### src/pfrs_defs.svh
// Offsets, field positions, reset values and timing counts of the supply and reset sequencer
`ifndef PFRS_DEFS_SVH
`define PFRS_DEFS_SVH

// ==========================================================
// Register map
`define PFRS_SFR_SUPPLY_STATUS 8'hf9
`define PFRS_IO_RESET_CTRL     16'h2200
`define PFRS_IO_SLEEP_CTRL     16'h28b2
`define PFRS_IO_CONV_CTRL      16'h2704
`define PFRS_IO_TEST_MUX       16'h2502

// ==========================================================
// Field positions
`define PFRS_SW_RESET_BIT      3
`define PFRS_SLEEP_BIT         7
`define PFRS_CONV_EN_BIT       4
`define PFRS_TEST_MUX_MSB      4

// ==========================================================
// Supply status codes
`define PFRS_STATUS_OK         3'h0
`define PFRS_STATUS_LOW        3'h1
`define PFRS_STATUS_BATT_OK    3'h2
`define PFRS_STATUS_NO_FLASH   3'h3
`define PFRS_STATUS_COLLAPSE   3'h5

// ==========================================================
// Reset values and test mux codes
`define PFRS_TEST_MUX_RESET    5'h00
`define PFRS_TEST_MUX_XFER     5'h18
`define PFRS_TEST_MUX_SAG      5'h19
`define PFRS_BOOT_ADDR         16'h0000

// ==========================================================
// Timing counts
`define PFRS_PIN_TIMER_CYCLES  4100
`define PFRS_SW_TIMER_CYCLES   16
`define PFRS_COLLAPSE_CYCLES   4

`endif

### src/pfrs_pkg.sv
// Types shared by the supply and reset sequencer
package pfrs_pkg;

  // ==========================================================
  // Sequencer states, Gray along hold, timer, run
  typedef enum logic [1:0]
  {
    st_hold  = 2'b00,
    st_timer = 2'b01,
    st_run   = 2'b11,
    st_sleep = 2'b10
  } pfrs_state_t;

  typedef logic [2:0] pfrs_status_t;

endpackage

### src/pfrs_sequencer.sv
// Supply supervision, reset sequencing and engine event routing
// Functional notes
// - Below upper threshold report 001, nothing else
// - Below lower threshold switch to battery
// - Status 000 on good power, 010 battery
// - Status 011 blocks every flash write
// - Status 101 resets chip after four crystal cycles
// - Status is read-only, bits 2:0 at f9
// - Every status change raises processor interrupt
// - Above lower threshold return to system power
// - Below lower threshold stop converter clocks, unbias
// - Reset pin high halts logic, clears controls
// - Test mux reset only with test pin
// - Software reset bit acts like pin, shorter
// - Timer expires after 4100 engine cycles, boot zero
// - Debug reset clears processor only, no timer
// - Transfer-done pulse ends each accumulation interval
// - Transfer-done routable to the test mux pin
// - Engine-busy and transfer-done interrupts; sag via pulse
// - Sleep with power present sleeps, then wakes
`timescale 1ns/1ps
`include "pfrs_defs.svh"
module pfrs_sequencer #(
  parameter int PIN_TIMER_CYCLES = `PFRS_PIN_TIMER_CYCLES,
  parameter int SW_TIMER_CYCLES  = `PFRS_SW_TIMER_CYCLES,
  parameter int COLLAPSE_CYCLES  = `PFRS_COLLAPSE_CYCLES,
  parameter int TIMER_W          = 13,
  parameter int SAMPLE_W         = 16
) (
  input  wire logic                clk,
  input  wire logic                reset_n,
  input  wire logic                clk_en,
  input  wire logic                upper_supply_ok,
  input  wire logic                lower_supply_ok,
  input  wire logic                core_above_225,
  input  wire logic                core_above_200,
  input  wire logic                crystal_clock_32k,
  input  wire logic                engine_clock_32k,
  input  wire logic                reset_pin,
  input  wire logic                test_pin,
  input  wire logic                debug_reset_n,
  input  wire logic [7:0]          sfr_addr,
  input  wire logic                sfr_rd,
  input  wire logic                sfr_wr,
  input  wire logic [7:0]          sfr_wdata,
  output logic      [7:0]          sfr_rdata,
  input  wire logic [15:0]         io_addr,
  input  wire logic                io_rd,
  input  wire logic                io_wr,
  input  wire logic [7:0]          io_wdata,
  output logic      [7:0]          io_rdata,
  input  wire logic                flash_write_req,
  output logic                     flash_write_grant,
  input  wire logic                sample_strobe,
  input  wire logic [SAMPLE_W-1:0] accumulation_sample_count,
  input  wire logic                pulse_y_irq,
  output logic                     supply_irq,
  output logic                     transfer_done_irq,
  output logic                     engine_busy_irq,
  output logic                     test_mux_output,
  output logic                     battery_select,
  output logic                     converter_clock_enable,
  output logic                     amp_bias_enable,
  output logic                     flash_write_inhibit,
  output logic                     digital_halt,
  output logic                     chip_reset,
  output logic                     cpu_reset_n,
  output logic                     cpu_start,
  output logic      [15:0]         boot_addr,
  output logic                     wake
);

  localparam logic [TIMER_W-1:0] PIN_LOAD = TIMER_W'(PIN_TIMER_CYCLES);
  localparam logic [TIMER_W-1:0] SW_LOAD  = TIMER_W'(SW_TIMER_CYCLES);
  localparam logic [2:0]         COLLAPSE = 3'(COLLAPSE_CYCLES);

  // ==========================================================
  // Pin synchronisation
  logic [8:0] pins_s;
  logic       upper_s;
  logic       lower_s;
  logic       core225_s;
  logic       core200_s;
  logic       xtal_s;
  logic       eng_s;
  logic       rst_pin_s;
  logic       test_s;
  logic       dbg_n_s;

  // Comparators and debug reset idle high: a cleared stage would fake a collapse
  pfrs_sync #(
    .WIDTH     (9),
    .RESET_VAL (9'h1e1)
  ) u_sync (
    .clk     (clk),
    .reset_n (reset_n),
    .clk_en  (clk_en),
    .d       ({upper_supply_ok, lower_supply_ok, core_above_225, core_above_200,
                crystal_clock_32k, engine_clock_32k, reset_pin, test_pin, debug_reset_n}),
    .q       (pins_s)
  );

  assign {upper_s, lower_s, core225_s, core200_s, xtal_s, eng_s, rst_pin_s, test_s, dbg_n_s} = pins_s;

  // ==========================================================
  // Slow clock edges
  logic xtal_q;
  logic eng_q;
  logic xtal_rise;
  logic eng_rise;

  always_ff @(posedge clk or negedge reset_n)
  begin
    if (!reset_n)
    begin
      xtal_q <= 1'b0;
      eng_q  <= 1'b0;
    end
    else if (clk_en)
    begin
      xtal_q <= xtal_s;
      eng_q  <= eng_s;
    end
  end

  assign xtal_rise = xtal_s & ~xtal_q;
  assign eng_rise  = eng_s & ~eng_q;

  // ==========================================================
  // Supply status
  pfrs_pkg::pfrs_status_t status;
  pfrs_pkg::pfrs_status_t next_status;

  always_comb
  begin
    if (upper_s)
      next_status = `PFRS_STATUS_OK;
    else if (lower_s)
      next_status = `PFRS_STATUS_LOW;
    else if (core225_s)
      next_status = `PFRS_STATUS_BATT_OK;
    else if (core200_s)
      next_status = `PFRS_STATUS_NO_FLASH;
    else
      next_status = `PFRS_STATUS_COLLAPSE;
  end

  // Status and its change flag share one edge, so no change is missed or doubled
  always_ff @(posedge clk or negedge reset_n)
  begin
    if (!reset_n)
    begin
      status     <= `PFRS_STATUS_OK;
      supply_irq <= 1'b0;
    end
    else if (clk_en)
    begin
      status     <= next_status;
      supply_irq <= (next_status != status);
    end
  end

  // ==========================================================
  // Power path and converter control
  logic conv_en;

  always_ff @(posedge clk or negedge reset_n)
  begin
    if (!reset_n)
    begin
      battery_select         <= 1'b0;
      converter_clock_enable <= 1'b0;
      amp_bias_enable        <= 1'b0;
      flash_write_inhibit    <= 1'b0;
    end
    else if (clk_en)
    begin
      battery_select         <= ~lower_s;
      converter_clock_enable <= conv_en & lower_s;
      amp_bias_enable        <= lower_s;
      flash_write_inhibit    <= (next_status == `PFRS_STATUS_NO_FLASH) ||
                                (next_status == `PFRS_STATUS_COLLAPSE);
    end
  end

  assign flash_write_grant = flash_write_req & ~flash_write_inhibit;

  // ==========================================================
  // Core collapse timer
  logic [2:0] collapse_cnt;
  logic       collapse_hit;

  always_ff @(posedge clk or negedge reset_n)
  begin
    if (!reset_n)
      collapse_cnt <= 3'h0;
    else if (clk_en)
    begin
      if (status != `PFRS_STATUS_COLLAPSE)
        collapse_cnt <= 3'h0;
      else if (xtal_rise && !collapse_hit)
        collapse_cnt <= collapse_cnt + 3'h1;
    end
  end

  assign collapse_hit = (collapse_cnt == COLLAPSE);

  // ==========================================================
  // Reset sequencer
  pfrs_pkg::pfrs_state_t state;
  pfrs_pkg::pfrs_state_t next_state;
  logic [TIMER_W-1:0]    timer;
  logic                  hold_req;
  logic                  sw_reset;
  logic                  sleep_bit;
  logic                  load_pin;
  logic                  load_sw;
  logic                  ctrl_clear;

  // Pin and core collapse both hold the chip until they let go
  assign hold_req = rst_pin_s | collapse_hit;

  always_comb
  begin
    next_state = state;
    load_pin   = 1'b0;
    load_sw    = 1'b0;
    case (state)
      pfrs_pkg::st_hold:
        if (!hold_req)
        begin
          next_state = pfrs_pkg::st_timer;
          load_pin   = 1'b1;
        end
      pfrs_pkg::st_timer:
        if (hold_req)
          next_state = pfrs_pkg::st_hold;
        else if (timer == '0)
          next_state = pfrs_pkg::st_run;
      pfrs_pkg::st_run:
        if (hold_req)
          next_state = pfrs_pkg::st_hold;
        else if (sw_reset)
        begin
          next_state = pfrs_pkg::st_timer;
          load_sw    = 1'b1;
        end
        else if (sleep_bit)
          next_state = pfrs_pkg::st_sleep;
      pfrs_pkg::st_sleep:
        if (hold_req)
          next_state = pfrs_pkg::st_hold;
        else if (lower_s)
        begin
          next_state = pfrs_pkg::st_timer;
          load_pin   = 1'b1;
        end
      default:
        next_state = pfrs_pkg::st_hold;
    endcase
  end

  always_ff @(posedge clk or negedge reset_n)
  begin
    if (!reset_n)
      state <= pfrs_pkg::st_hold;
    else if (clk_en)
      state <= next_state;
  end

  // Timer runs on engine clock edges, not on the fast clock
  always_ff @(posedge clk or negedge reset_n)
  begin
    if (!reset_n)
      timer <= PIN_LOAD;
    else if (clk_en)
    begin
      if (load_pin)
        timer <= PIN_LOAD;
      else if (load_sw)
        timer <= SW_LOAD;
      else if (state == pfrs_pkg::st_hold)
        timer <= PIN_LOAD;
      else if (state == pfrs_pkg::st_timer && eng_rise && timer != '0)
        timer <= timer - {{(TIMER_W-1){1'b0}}, 1'b1};
    end
  end

  always_ff @(posedge clk or negedge reset_n)
  begin
    if (!reset_n)
    begin
      chip_reset   <= 1'b1;
      cpu_reset_n  <= 1'b0;
      cpu_start    <= 1'b0;
      boot_addr    <= `PFRS_BOOT_ADDR;
      digital_halt <= 1'b1;
      wake         <= 1'b0;
    end
    else if (clk_en)
    begin
      chip_reset   <= (next_state == pfrs_pkg::st_hold) || (next_state == pfrs_pkg::st_timer);
      // Debug reset reaches only the processor and never starts the timer
      cpu_reset_n  <= dbg_n_s && (next_state == pfrs_pkg::st_run);
      cpu_start    <= (state == pfrs_pkg::st_timer) && (next_state == pfrs_pkg::st_run);
      boot_addr    <= `PFRS_BOOT_ADDR;
      digital_halt <= rst_pin_s;
      wake         <= (next_state != pfrs_pkg::st_sleep);
    end
  end

  // ==========================================================
  // Control bits
  logic [4:0] test_mux_select;
  logic       io_reset_hit;
  logic       io_sleep_hit;
  logic       io_conv_hit;
  logic       io_test_mux_select_hit;

  assign io_reset_hit = (io_addr == `PFRS_IO_RESET_CTRL);
  assign io_sleep_hit = (io_addr == `PFRS_IO_SLEEP_CTRL);
  assign io_conv_hit  = (io_addr == `PFRS_IO_CONV_CTRL);
  assign io_test_mux_select_hit  = (io_addr == `PFRS_IO_TEST_MUX);
  // Software reset clears the controls like the pin; waking from sleep drops the sleep bit
  assign ctrl_clear   = hold_req || (state == pfrs_pkg::st_hold) || load_sw ||
                        (state == pfrs_pkg::st_sleep && load_pin);

  always_ff @(posedge clk or negedge reset_n)
  begin
    if (!reset_n)
    begin
      sw_reset  <= 1'b0;
      sleep_bit <= 1'b0;
      conv_en   <= 1'b0;
    end
    else if (clk_en)
    begin
      if (ctrl_clear)
      begin
        sw_reset  <= 1'b0;
        sleep_bit <= 1'b0;
        conv_en   <= 1'b0;
      end
      else if (io_wr)
      begin
        if (io_reset_hit)
          sw_reset <= io_wdata[`PFRS_SW_RESET_BIT];
        if (io_sleep_hit)
          sleep_bit <= io_wdata[`PFRS_SLEEP_BIT];
        if (io_conv_hit)
          conv_en <= io_wdata[`PFRS_CONV_EN_BIT];
      end
    end
  end

  // Test mux survives an ordinary reset so a scope keeps its trigger
  always_ff @(posedge clk or negedge reset_n)
  begin
    if (!reset_n)
      test_mux_select <= `PFRS_TEST_MUX_RESET;
    else if (clk_en)
    begin
      if (rst_pin_s && test_s)
        test_mux_select <= `PFRS_TEST_MUX_RESET;
      else if (io_wr && io_test_mux_select_hit && !digital_halt)
        test_mux_select <= io_wdata[`PFRS_TEST_MUX_MSB:0];
    end
  end

  // ==========================================================
  // Register reads
  always_ff @(posedge clk or negedge reset_n)
  begin
    if (!reset_n)
    begin
      sfr_rdata <= 8'h00;
      io_rdata  <= 8'h00;
    end
    else if (clk_en)
    begin
      // Writes to the status address are dropped
      if (sfr_rd && sfr_addr == `PFRS_SFR_SUPPLY_STATUS)
        sfr_rdata <= {5'h00, status};
      else
        sfr_rdata <= 8'h00;
      io_rdata <= 8'h00;
      if (io_rd)
      begin
        if (io_reset_hit)
          io_rdata[`PFRS_SW_RESET_BIT] <= sw_reset;
        if (io_sleep_hit)
          io_rdata[`PFRS_SLEEP_BIT] <= sleep_bit;
        if (io_conv_hit)
          io_rdata[`PFRS_CONV_EN_BIT] <= conv_en;
        if (io_test_mux_select_hit)
          io_rdata[`PFRS_TEST_MUX_MSB:0] <= test_mux_select;
      end
    end
  end

  // ==========================================================
  // Compute engine events
  logic accum_busy;
  logic accum_done;

  pfrs_accum #(
    .CNT_W (SAMPLE_W)
  ) u_accum (
    .clk           (clk),
    .reset_n       (reset_n),
    .clk_en        (clk_en),
    .clear         (chip_reset),
    .sample_strobe (sample_strobe),
    .sample_count  (accumulation_sample_count),
    .busy          (accum_busy),
    .done          (accum_done)
  );

  always_ff @(posedge clk or negedge reset_n)
  begin
    if (!reset_n)
    begin
      transfer_done_irq <= 1'b0;
      engine_busy_irq   <= 1'b0;
      test_mux_output   <= 1'b0;
    end
    else if (clk_en)
    begin
      transfer_done_irq <= accum_done;
      engine_busy_irq   <= accum_busy;
      case (test_mux_select)
        `PFRS_TEST_MUX_XFER: test_mux_output <= accum_done;
        `PFRS_TEST_MUX_SAG:  test_mux_output <= pulse_y_irq;
        default:             test_mux_output <= 1'b0;
      endcase
    end
  end

  // sfr_wdata and sfr_wr reach no storage: the status field ignores writes
  logic unused_sfr;
  assign unused_sfr = sfr_wr ^ (^sfr_wdata);

endmodule

### src/pfrs_sync.sv
// Two-flop synchroniser for a group of pin levels
`timescale 1ns/1ps
module pfrs_sync #(
  parameter int               WIDTH     = 1,
  parameter logic [WIDTH-1:0] RESET_VAL = '0
) (
  input  wire logic             clk,
  input  wire logic             reset_n,
  input  wire logic             clk_en,
  input  wire logic [WIDTH-1:0] d,
  output logic      [WIDTH-1:0] q
);

  logic [WIDTH-1:0] meta;

  // ==========================================================
  // Stages
  always_ff @(posedge clk or negedge reset_n)
  begin
    if (!reset_n)
    begin
      // Stages clear to each pin's idle level, so release shows no false event
      meta <= RESET_VAL;
      q    <= RESET_VAL;
    end
    else if (clk_en)
    begin
      meta <= d;
      q    <= meta;
    end
  end

endmodule

### src/pfrs_accum.sv
// Accumulation interval counter of the compute engine
`timescale 1ns/1ps
module pfrs_accum #(
  parameter int CNT_W = 16
) (
  input  wire logic             clk,
  input  wire logic             reset_n,
  input  wire logic             clk_en,
  input  wire logic             clear,
  input  wire logic             sample_strobe,
  input  wire logic [CNT_W-1:0] sample_count,
  output logic                  busy,
  output logic                  done
);

  logic [CNT_W-1:0] count;
  logic [CNT_W-1:0] next_count;
  logic             last;

  assign next_count = count + {{(CNT_W-1){1'b0}}, 1'b1};
  // A zero count behaves as one sample per interval
  assign last       = (next_count >= sample_count);

  // ==========================================================
  // Sample counting
  always_ff @(posedge clk or negedge reset_n)
  begin
    if (!reset_n)
    begin
      count <= '0;
      done  <= 1'b0;
      busy  <= 1'b0;
    end
    else if (clk_en)
    begin
      done <= 1'b0;
      if (clear)
      begin
        count <= '0;
        busy  <= 1'b0;
      end
      else if (sample_strobe)
      begin
        if (last)
        begin
          count <= '0;
          done  <= 1'b1;
          busy  <= 1'b0;
        end
        else
        begin
          count <= next_count;
          busy  <= 1'b1;
        end
      end
    end
  end

endmodule

### config.mk
export PLATFORM = sky130hd
export DESIGN_NAME = pfrs_sequencer
export DESIGN_NICKNAME = d
export VERILOG_FILES = /design/src/pfrs_pkg.sv /design/src/pfrs_sequencer.sv /design/src/pfrs_sync.sv /design/src/pfrs_accum.sv
export VERILOG_INCLUDE_DIRS = /design/src /design/src/src
export SDC_FILE = /design/constraint.sdc
export NUM_CORES = 1
export LEC_CHECK = 0
export BUFFER_PORTS_ARGS = -buffer_cell sky130_fd_sc_hd__buf_2
export CORE_ASPECT_RATIO = 1.4
export CORE_MARGIN = 2
export CORE_UTILIZATION = 40
export CTS_BUF_LIST = sky130_fd_sc_hd__clkbuf_8
export CTS_CLUSTER_DIAMETER = 30
export DETAILED_ROUTE_END_ITERATION = 12
export GPL_ROUTABILITY_DRIVEN = 1
export GPL_TIMING_DRIVEN = 0
export PLACE_DENSITY_LB_ADDON = 0.25
export SYNTH_ARGS = -nofsm -noshare
export SYNTH_HDL_FRONTEND = slang
export SYNTH_SLANG_ARGS = --single-unit
### constraint.sdc
create_clock -name clk -period 7.2 [get_ports clk]
set_input_delay 1.08 -clock clk [delete_from_list [all_inputs] [get_ports clk]]
set_output_delay 1.08 -clock clk [all_outputs]
set_load 0.01 [all_outputs]
**Word-level counts from Yosys, hierarchy flattened**

Index checks and enable logic that the tools add are counted.

- Add/subtract/negate cells: 3
- Order comparisons: 1
- Eq/ne operators: 18
- Multiplexer cells: 54
- Bitwise operators: 9
- Reduce and logical (&&, ||, !) cells: 36

Operators with widths:

| cell | number |
|---|---|
| $eq 16x14->1 const B | 4 |
| $mux 13 | 4 |
| $mux 16 | 3 |
| $mux 1 | 25 |
| $mux 3 | 7 |
| $mux 5 | 4 |
| $add 16x1->16 const B | 1 |
| $ge 16x16->1 | 1 |
| $mux 2 | 8 |
| $reduce_bool 2->1 | 7 |
| $logic_not 13->1 | 1 |
| $reduce_bool 13->1 | 1 |
| $sub 13x1->13 const B | 1 |
| $eq 5x5->1 const B | 2 |
| $logic_and 1x1->1 | 10 |
| $reduce_and 3->1 | 3 |
| $eq 8x8->1 const B | 1 |
| $pmux 2 s4 | 1 |
| $reduce_and 2->1 | 4 |
| $eq 2x2->1 const B | 3 |
| $eq 3x3->1 const B | 2 |
| $logic_or 1x1->1 | 5 |
| $and 1x1->1 | 4 |
| $eq 2x1->1 const B | 2 |
| other kinds (11) | 17 |

- Bits in registers: 94
- Bits of input ports: 75
- Output and inout bits: 46
- Logic and storage cells: 151

**Longest topological paths before layout**

- Depth after elaboration: 8
- Gate-level depth with buffers: 12
- Gate-level depth less buffers: 10

**By module**

A second synthesis with hierarchy kept.

- Cell total of the unflattened synthesis: 519
- Area, all modules: 5223.8 µm²

Modules (own cells, without submodules):

| module | times used | cells an instance | area an instance (µm²) | seq. area each (µm²) |
|---|---|---|---|---|
| pfrs_sequencer | 1 | 324 | 3079.2 | 1331.3 |
| pfrs_accum | 1 | 157 | 1410.1 | 450.4 |
| pfrs_sync | 1 | 38 | 734.5 | 462.9 |

**Worst setup path before layout**

Ideal clock, no wire load.

- Path kind: input -> register
- Start point: in accumulation_sample_count[0]
- End point: reg u_accum.count[1]
- Library setup time: 0.067 ns
- Data arrival time: 2.966 ns
- Data required time: 7.133 ns
- Path slack: 4.167 ns
- Stages: 7
- Path buffers: 1
- Cell sequence: ha_1 > nand2b_1 > a2111oi_0 > nor4_1 > nor4_1 > clkbuf_1 > a22o_1

- Longest elaborated chain between the ends: 4

Ends and longest elaborated chain:

| element | RTL line | RTL |
|---|---|---|
| start, declared | pfrs_sequencer.sv:55 | `input wire logic [SAMPLE_W-1:0] accumulation_sample_count,` |
| $ge 16x16->1 | pfrs_accum.sv:22 | `assign last = (next_count >= sample_count);` |
| $mux 16 | pfrs_accum.sv:44 | `if (last)` |
| $mux 16 | pfrs_accum.sv:42 | `else if (sample_strobe)` |
| $mux 16 | pfrs_accum.sv:37 | `if (clear)` |
| end signal, assigned | pfrs_accum.sv:52 | `count <= next_count;` |
| end, declared | pfrs_accum.sv:16 | `logic [CNT_W-1:0] count;` |

Every way passes these cells. The select of a mux whose other input is x is not followed.
A chain may end at the register's enable or synchronous reset.

**Worst setup path in the final report**

- Start point: reg u_accum.count[2]
- End point: reg u_accum.count[4]

- Longest elaborated chain between the ends: 5

Ends and longest elaborated chain:

| element | RTL line | RTL |
|---|---|---|
| $add 16x1->16 (*) | pfrs_accum.sv:20 | `assign next_count = count + {{(CNT_W-1){1'b0}}, 1'b1};` |
| $ge 16x16->1 | pfrs_accum.sv:22 |  |
| $mux 16 (*) | pfrs_accum.sv:44 |  |
| $mux 16 (*) | pfrs_accum.sv:42 |  |
| $mux 16 (*) | pfrs_accum.sv:37 |  |

Mark *: on every way between the ends. The rest lies on a longest branch, timed or not. The select of a mux whose other input is x is not followed.

==> results.cfg <==
[min_path]
hp-start = io_rdata[4]$_DFFE_PN0P_
hold_path_depth = 1
hp-class = reg -> reg

[finish]
n_antenna_cell = 0
fill_cells = 1123
drive_gt1_share_pct = 29.95
areaGrowthSynthToFinish_pct = 19.85
final_nets = 681
stdcell_count = 738

[run_status]
run_status = finished, final reports clean

[yosys]
syn_inst = 467
synth_area_leaders = dfrtp_1 (39%), dfstp_2 (7.6%), mux2_2 (6.3%)
ys_ff_latch = 89
synth_area_sq_um = 4860
async_flop_share_pct = 100.0
synth_warnings = 0
avgSynthCellArea_sq_um = 10.41
synth.most_common_cell = dfrtp_1
yosysTopAreaCell = dfrtp_1
synth-main-ff-cell = dfrtp_1
synth_cell_types = 57
seq_area_frac_synth_pct = 46.19
synth_edf_count = 0
ys_top_cells_by_count = dfrtp_1 (75), inv_1 (29), nor2_1 (28)
yosys.area.top_type_share_pct = 38.62

[timing]
period_needed_ns = 3.745
final.setup_skew_ns = 0.007942
tightest_slew_ns = 0.9376
slew_headroom_pct = 36.92
tns_ns = 0
slew_viol_final = 0
max_freq_mhz = 267.0
finalSetupViolations = 0
fin_crit_sh_pct = 52.01
grt_setup_unrepaired = false
finalHoldViolations = 0

[placed_design]
io_buffers = 85
gp_congestion = 0.8452
detailed_place_hpwl_um = 8458
dpl.cell_count = 722

[detailed_routing]
drt-pass1-iter-count = 4
detailedRoute.firstIterationViolations = 132
drc = 0
wl_per_cell_um = 15.05
wirelength_um = 11110
vias = 3858
drt-vias-per-instance = 5.228
ant_nets = 0

[clock_network]
clk_pin_slew_ns = 0.09
postCtsHoldBufs = 0
max-clock-path-buffers = 2
post_cts_buffers = 0
post_cts_resized = 0
cts_root_buf = clkbuf_8
cts_tree = done
numCtsBuffers = 9
clk_latency_ns = 0.36
htree_levels = 3
clock_sinks = 89

[setup_path]
critPathCaptureType = register
startpoint = u_accum.count[2]$_DFFE_PN0P_
max_stage_delay_ns = 0.82
rr_worst_depth = 11
path_cells = and4_1, nor2b_1, nand4_1, xnor2_1, ha_1, a21oi_1, o21a_1, o2bb2ai_1, nor4_1, clkbuf_1, a22o_1
crit_slowest_cell = nor4_1
crit_path_start_kind = register
crit_type = reg -> reg
reg2reg_from = u_accum.count[2]$_DFFE_PN0P_
critPathRequiredTime_ns = 7.49
critPathMaxFanout = 10
crit_arrival_ns = 4.04

[power_and_ir_drop]
netSwitchingPower_w = 0.0003394
ir_drop_v = 0.0001418
power_density_nw_per_um2 = 208.9
pwr-share-comb_pct = 18.4
clockPowerShare_pct = 33.9
p_int_w = 0.0008773
swShare_pct = 27.90
power_leakage_nw = 2.777
p_seq_share_pct = 47.8

[floorplanning]
ioPinCount = 121
start_util_pct = 41.11
die_height_um = 134.4
dieArea_sq_um = 13060
fp.dieW_um = 97.16
row_count = 47
coreArea_sq_um = 11820

[grt]
grt_pass1_vias = 3910
overflow = 0
grt_pass1_wl_um = 19020
grt_max_degree = 47
antenna_found_initial = 0
gr-usage-all-layers_pct = 17.79

[run]
max_cap_violations = 0
## power by group through the flow
| stage | registers, W | logic, W | clock network (W) |
|---|---|---|---|
| final | 0.000581 | 0.000223 | 0.000412 |
| after global routing | 0.000587 | 0.000253 | 0.000449 |
| after CTS | 0.000582 | 0.000225 | 0.000424 |
| after detailed placement | 0.000591 | 0.000224 | 0 |
| after global placement | 0.000589 | 0.000216 | 0 |
| after floorplan | 0.000582 | 0.000155 | 0 |
## stage by stage
stage | cell area, sq um | hold WS, ns | worst slack, ns | total power [W] | util (%)
2_1_floorplan | 4942 | 0.4414 | 4.167 | 0.0007368 | -
3_3_place_gp | 5552 | 0.4645 | 3.605 | 0.0008050 | 46.97
3_5_place_dp | 5582 | 0.4724 | 3.485 | 0.0008149 | 47.22
4_1_cts | 5824 | 0.4928 | 3.483 | 0.001231 | 49.27
5_1_grt | 5824 | 0.5252 | 3.153 | 0.001289 | 49.27
6_report | 5824 | 0.4889 | 3.455 | 0.001217 | 49.27
## layer usage
layer	track usage (%)	routed length [um]	up-vias
li1	-	-	1888
met1	21.96	4781	1855
met2	31.91	5707	106
met3	3.127	500	9
met4	5.008	121	0
met5	0	0	-
## worst max-delay path, delay by kind of cell (launching register included)
family	cells	cell delay, ns
compound gates	4	0.67
simple gates	4	1.53
xor+xnor	1	0.26
buf+inv	1	0.46
flops	1	0.44
fa+ha+maj	1	0.31
## final timing paths
check | slack (ns) | end
worst max-delay path | 3.45 | u_accum.count[4]$_DFFE_PN0P_
worst min-delay path | 0.49 | io_rdata[4]$_DFFE_PN0P_
worst max register to register | 3.45 | u_accum.count[4]$_DFFE_PN0P_
worst min register to register | 0.49 | io_rdata[4]$_DFFE_PN0P_
max in group asynchronous | 5.79 | timer[2]$_DFFE_PN1P_
min in group asynchronous | 0.71 | u_accum.count[7]$_DFFE_PN0P_
## final cells by class
type / instances / area, sq um / area share [%]
clock inverters: 7 / 118.9 / 2.041
inverters: 29 / 108.9 / 1.869
repair buffers: 86 / 455.4 / 7.820
multi-input cells: 332 / 2349 / 40.32
clock buffers: 9 / 123.9 / 2.127
well taps: 147 / 183.9 / 3.158
flip-flops and latches: 89 / 2245 / 38.54
plain buffers: 39 / 240.2 / 4.125
## cells in the final DEF, fill, tap and decap left out, types with 4 or more instances in the layout
cell	instances
a21o_1	4
a21oi_1	15
a22o_1	22
a32o_1	5
and3_1	4
and4_1	4
buf_2	84
buf_4	24
clkbuf_1	13
clkbuf_8	9
conb_1	23
dfrtp_1	75
dfstp_2	14
ha_1	20
inv_1	29
mux2_2	27
nand2_1	24
nand2b_1	5
nand3_1	18
nand4_1	12
nor2_1	28
nor2b_1	5
nor3_1	8
nor4_1	6
o2111ai_1	4
o211ai_1	5
o21ai_0	18
o22ai_1	4
o2bb2ai_1	5
or4_1	4
xnor2_1	16
xor2_1	9
## logic make-up after synthesis
group,synth area share [%]
XOR/XNOR,4.506
AND/OR/NAND/NOR,15.63
adder cells (fa/ha/maj),5.149
flip-flops,46.19
AO/OA/AOI/OAI,14.60
multiplexers,6.668
buffers and inverters,7.183
other,0.07717
## sequential cells by signal, summed over array words and instances (netlist names), 3 cells and up
register and count:
u_sync.meta 9, timer 13, sfr_rdata 3, u_accum.count 16
collapse_cnt 3, test_mux_select 5, io_rdata 6, status 3
u_sync.q 9
Power figures use the tool's default switching activity.
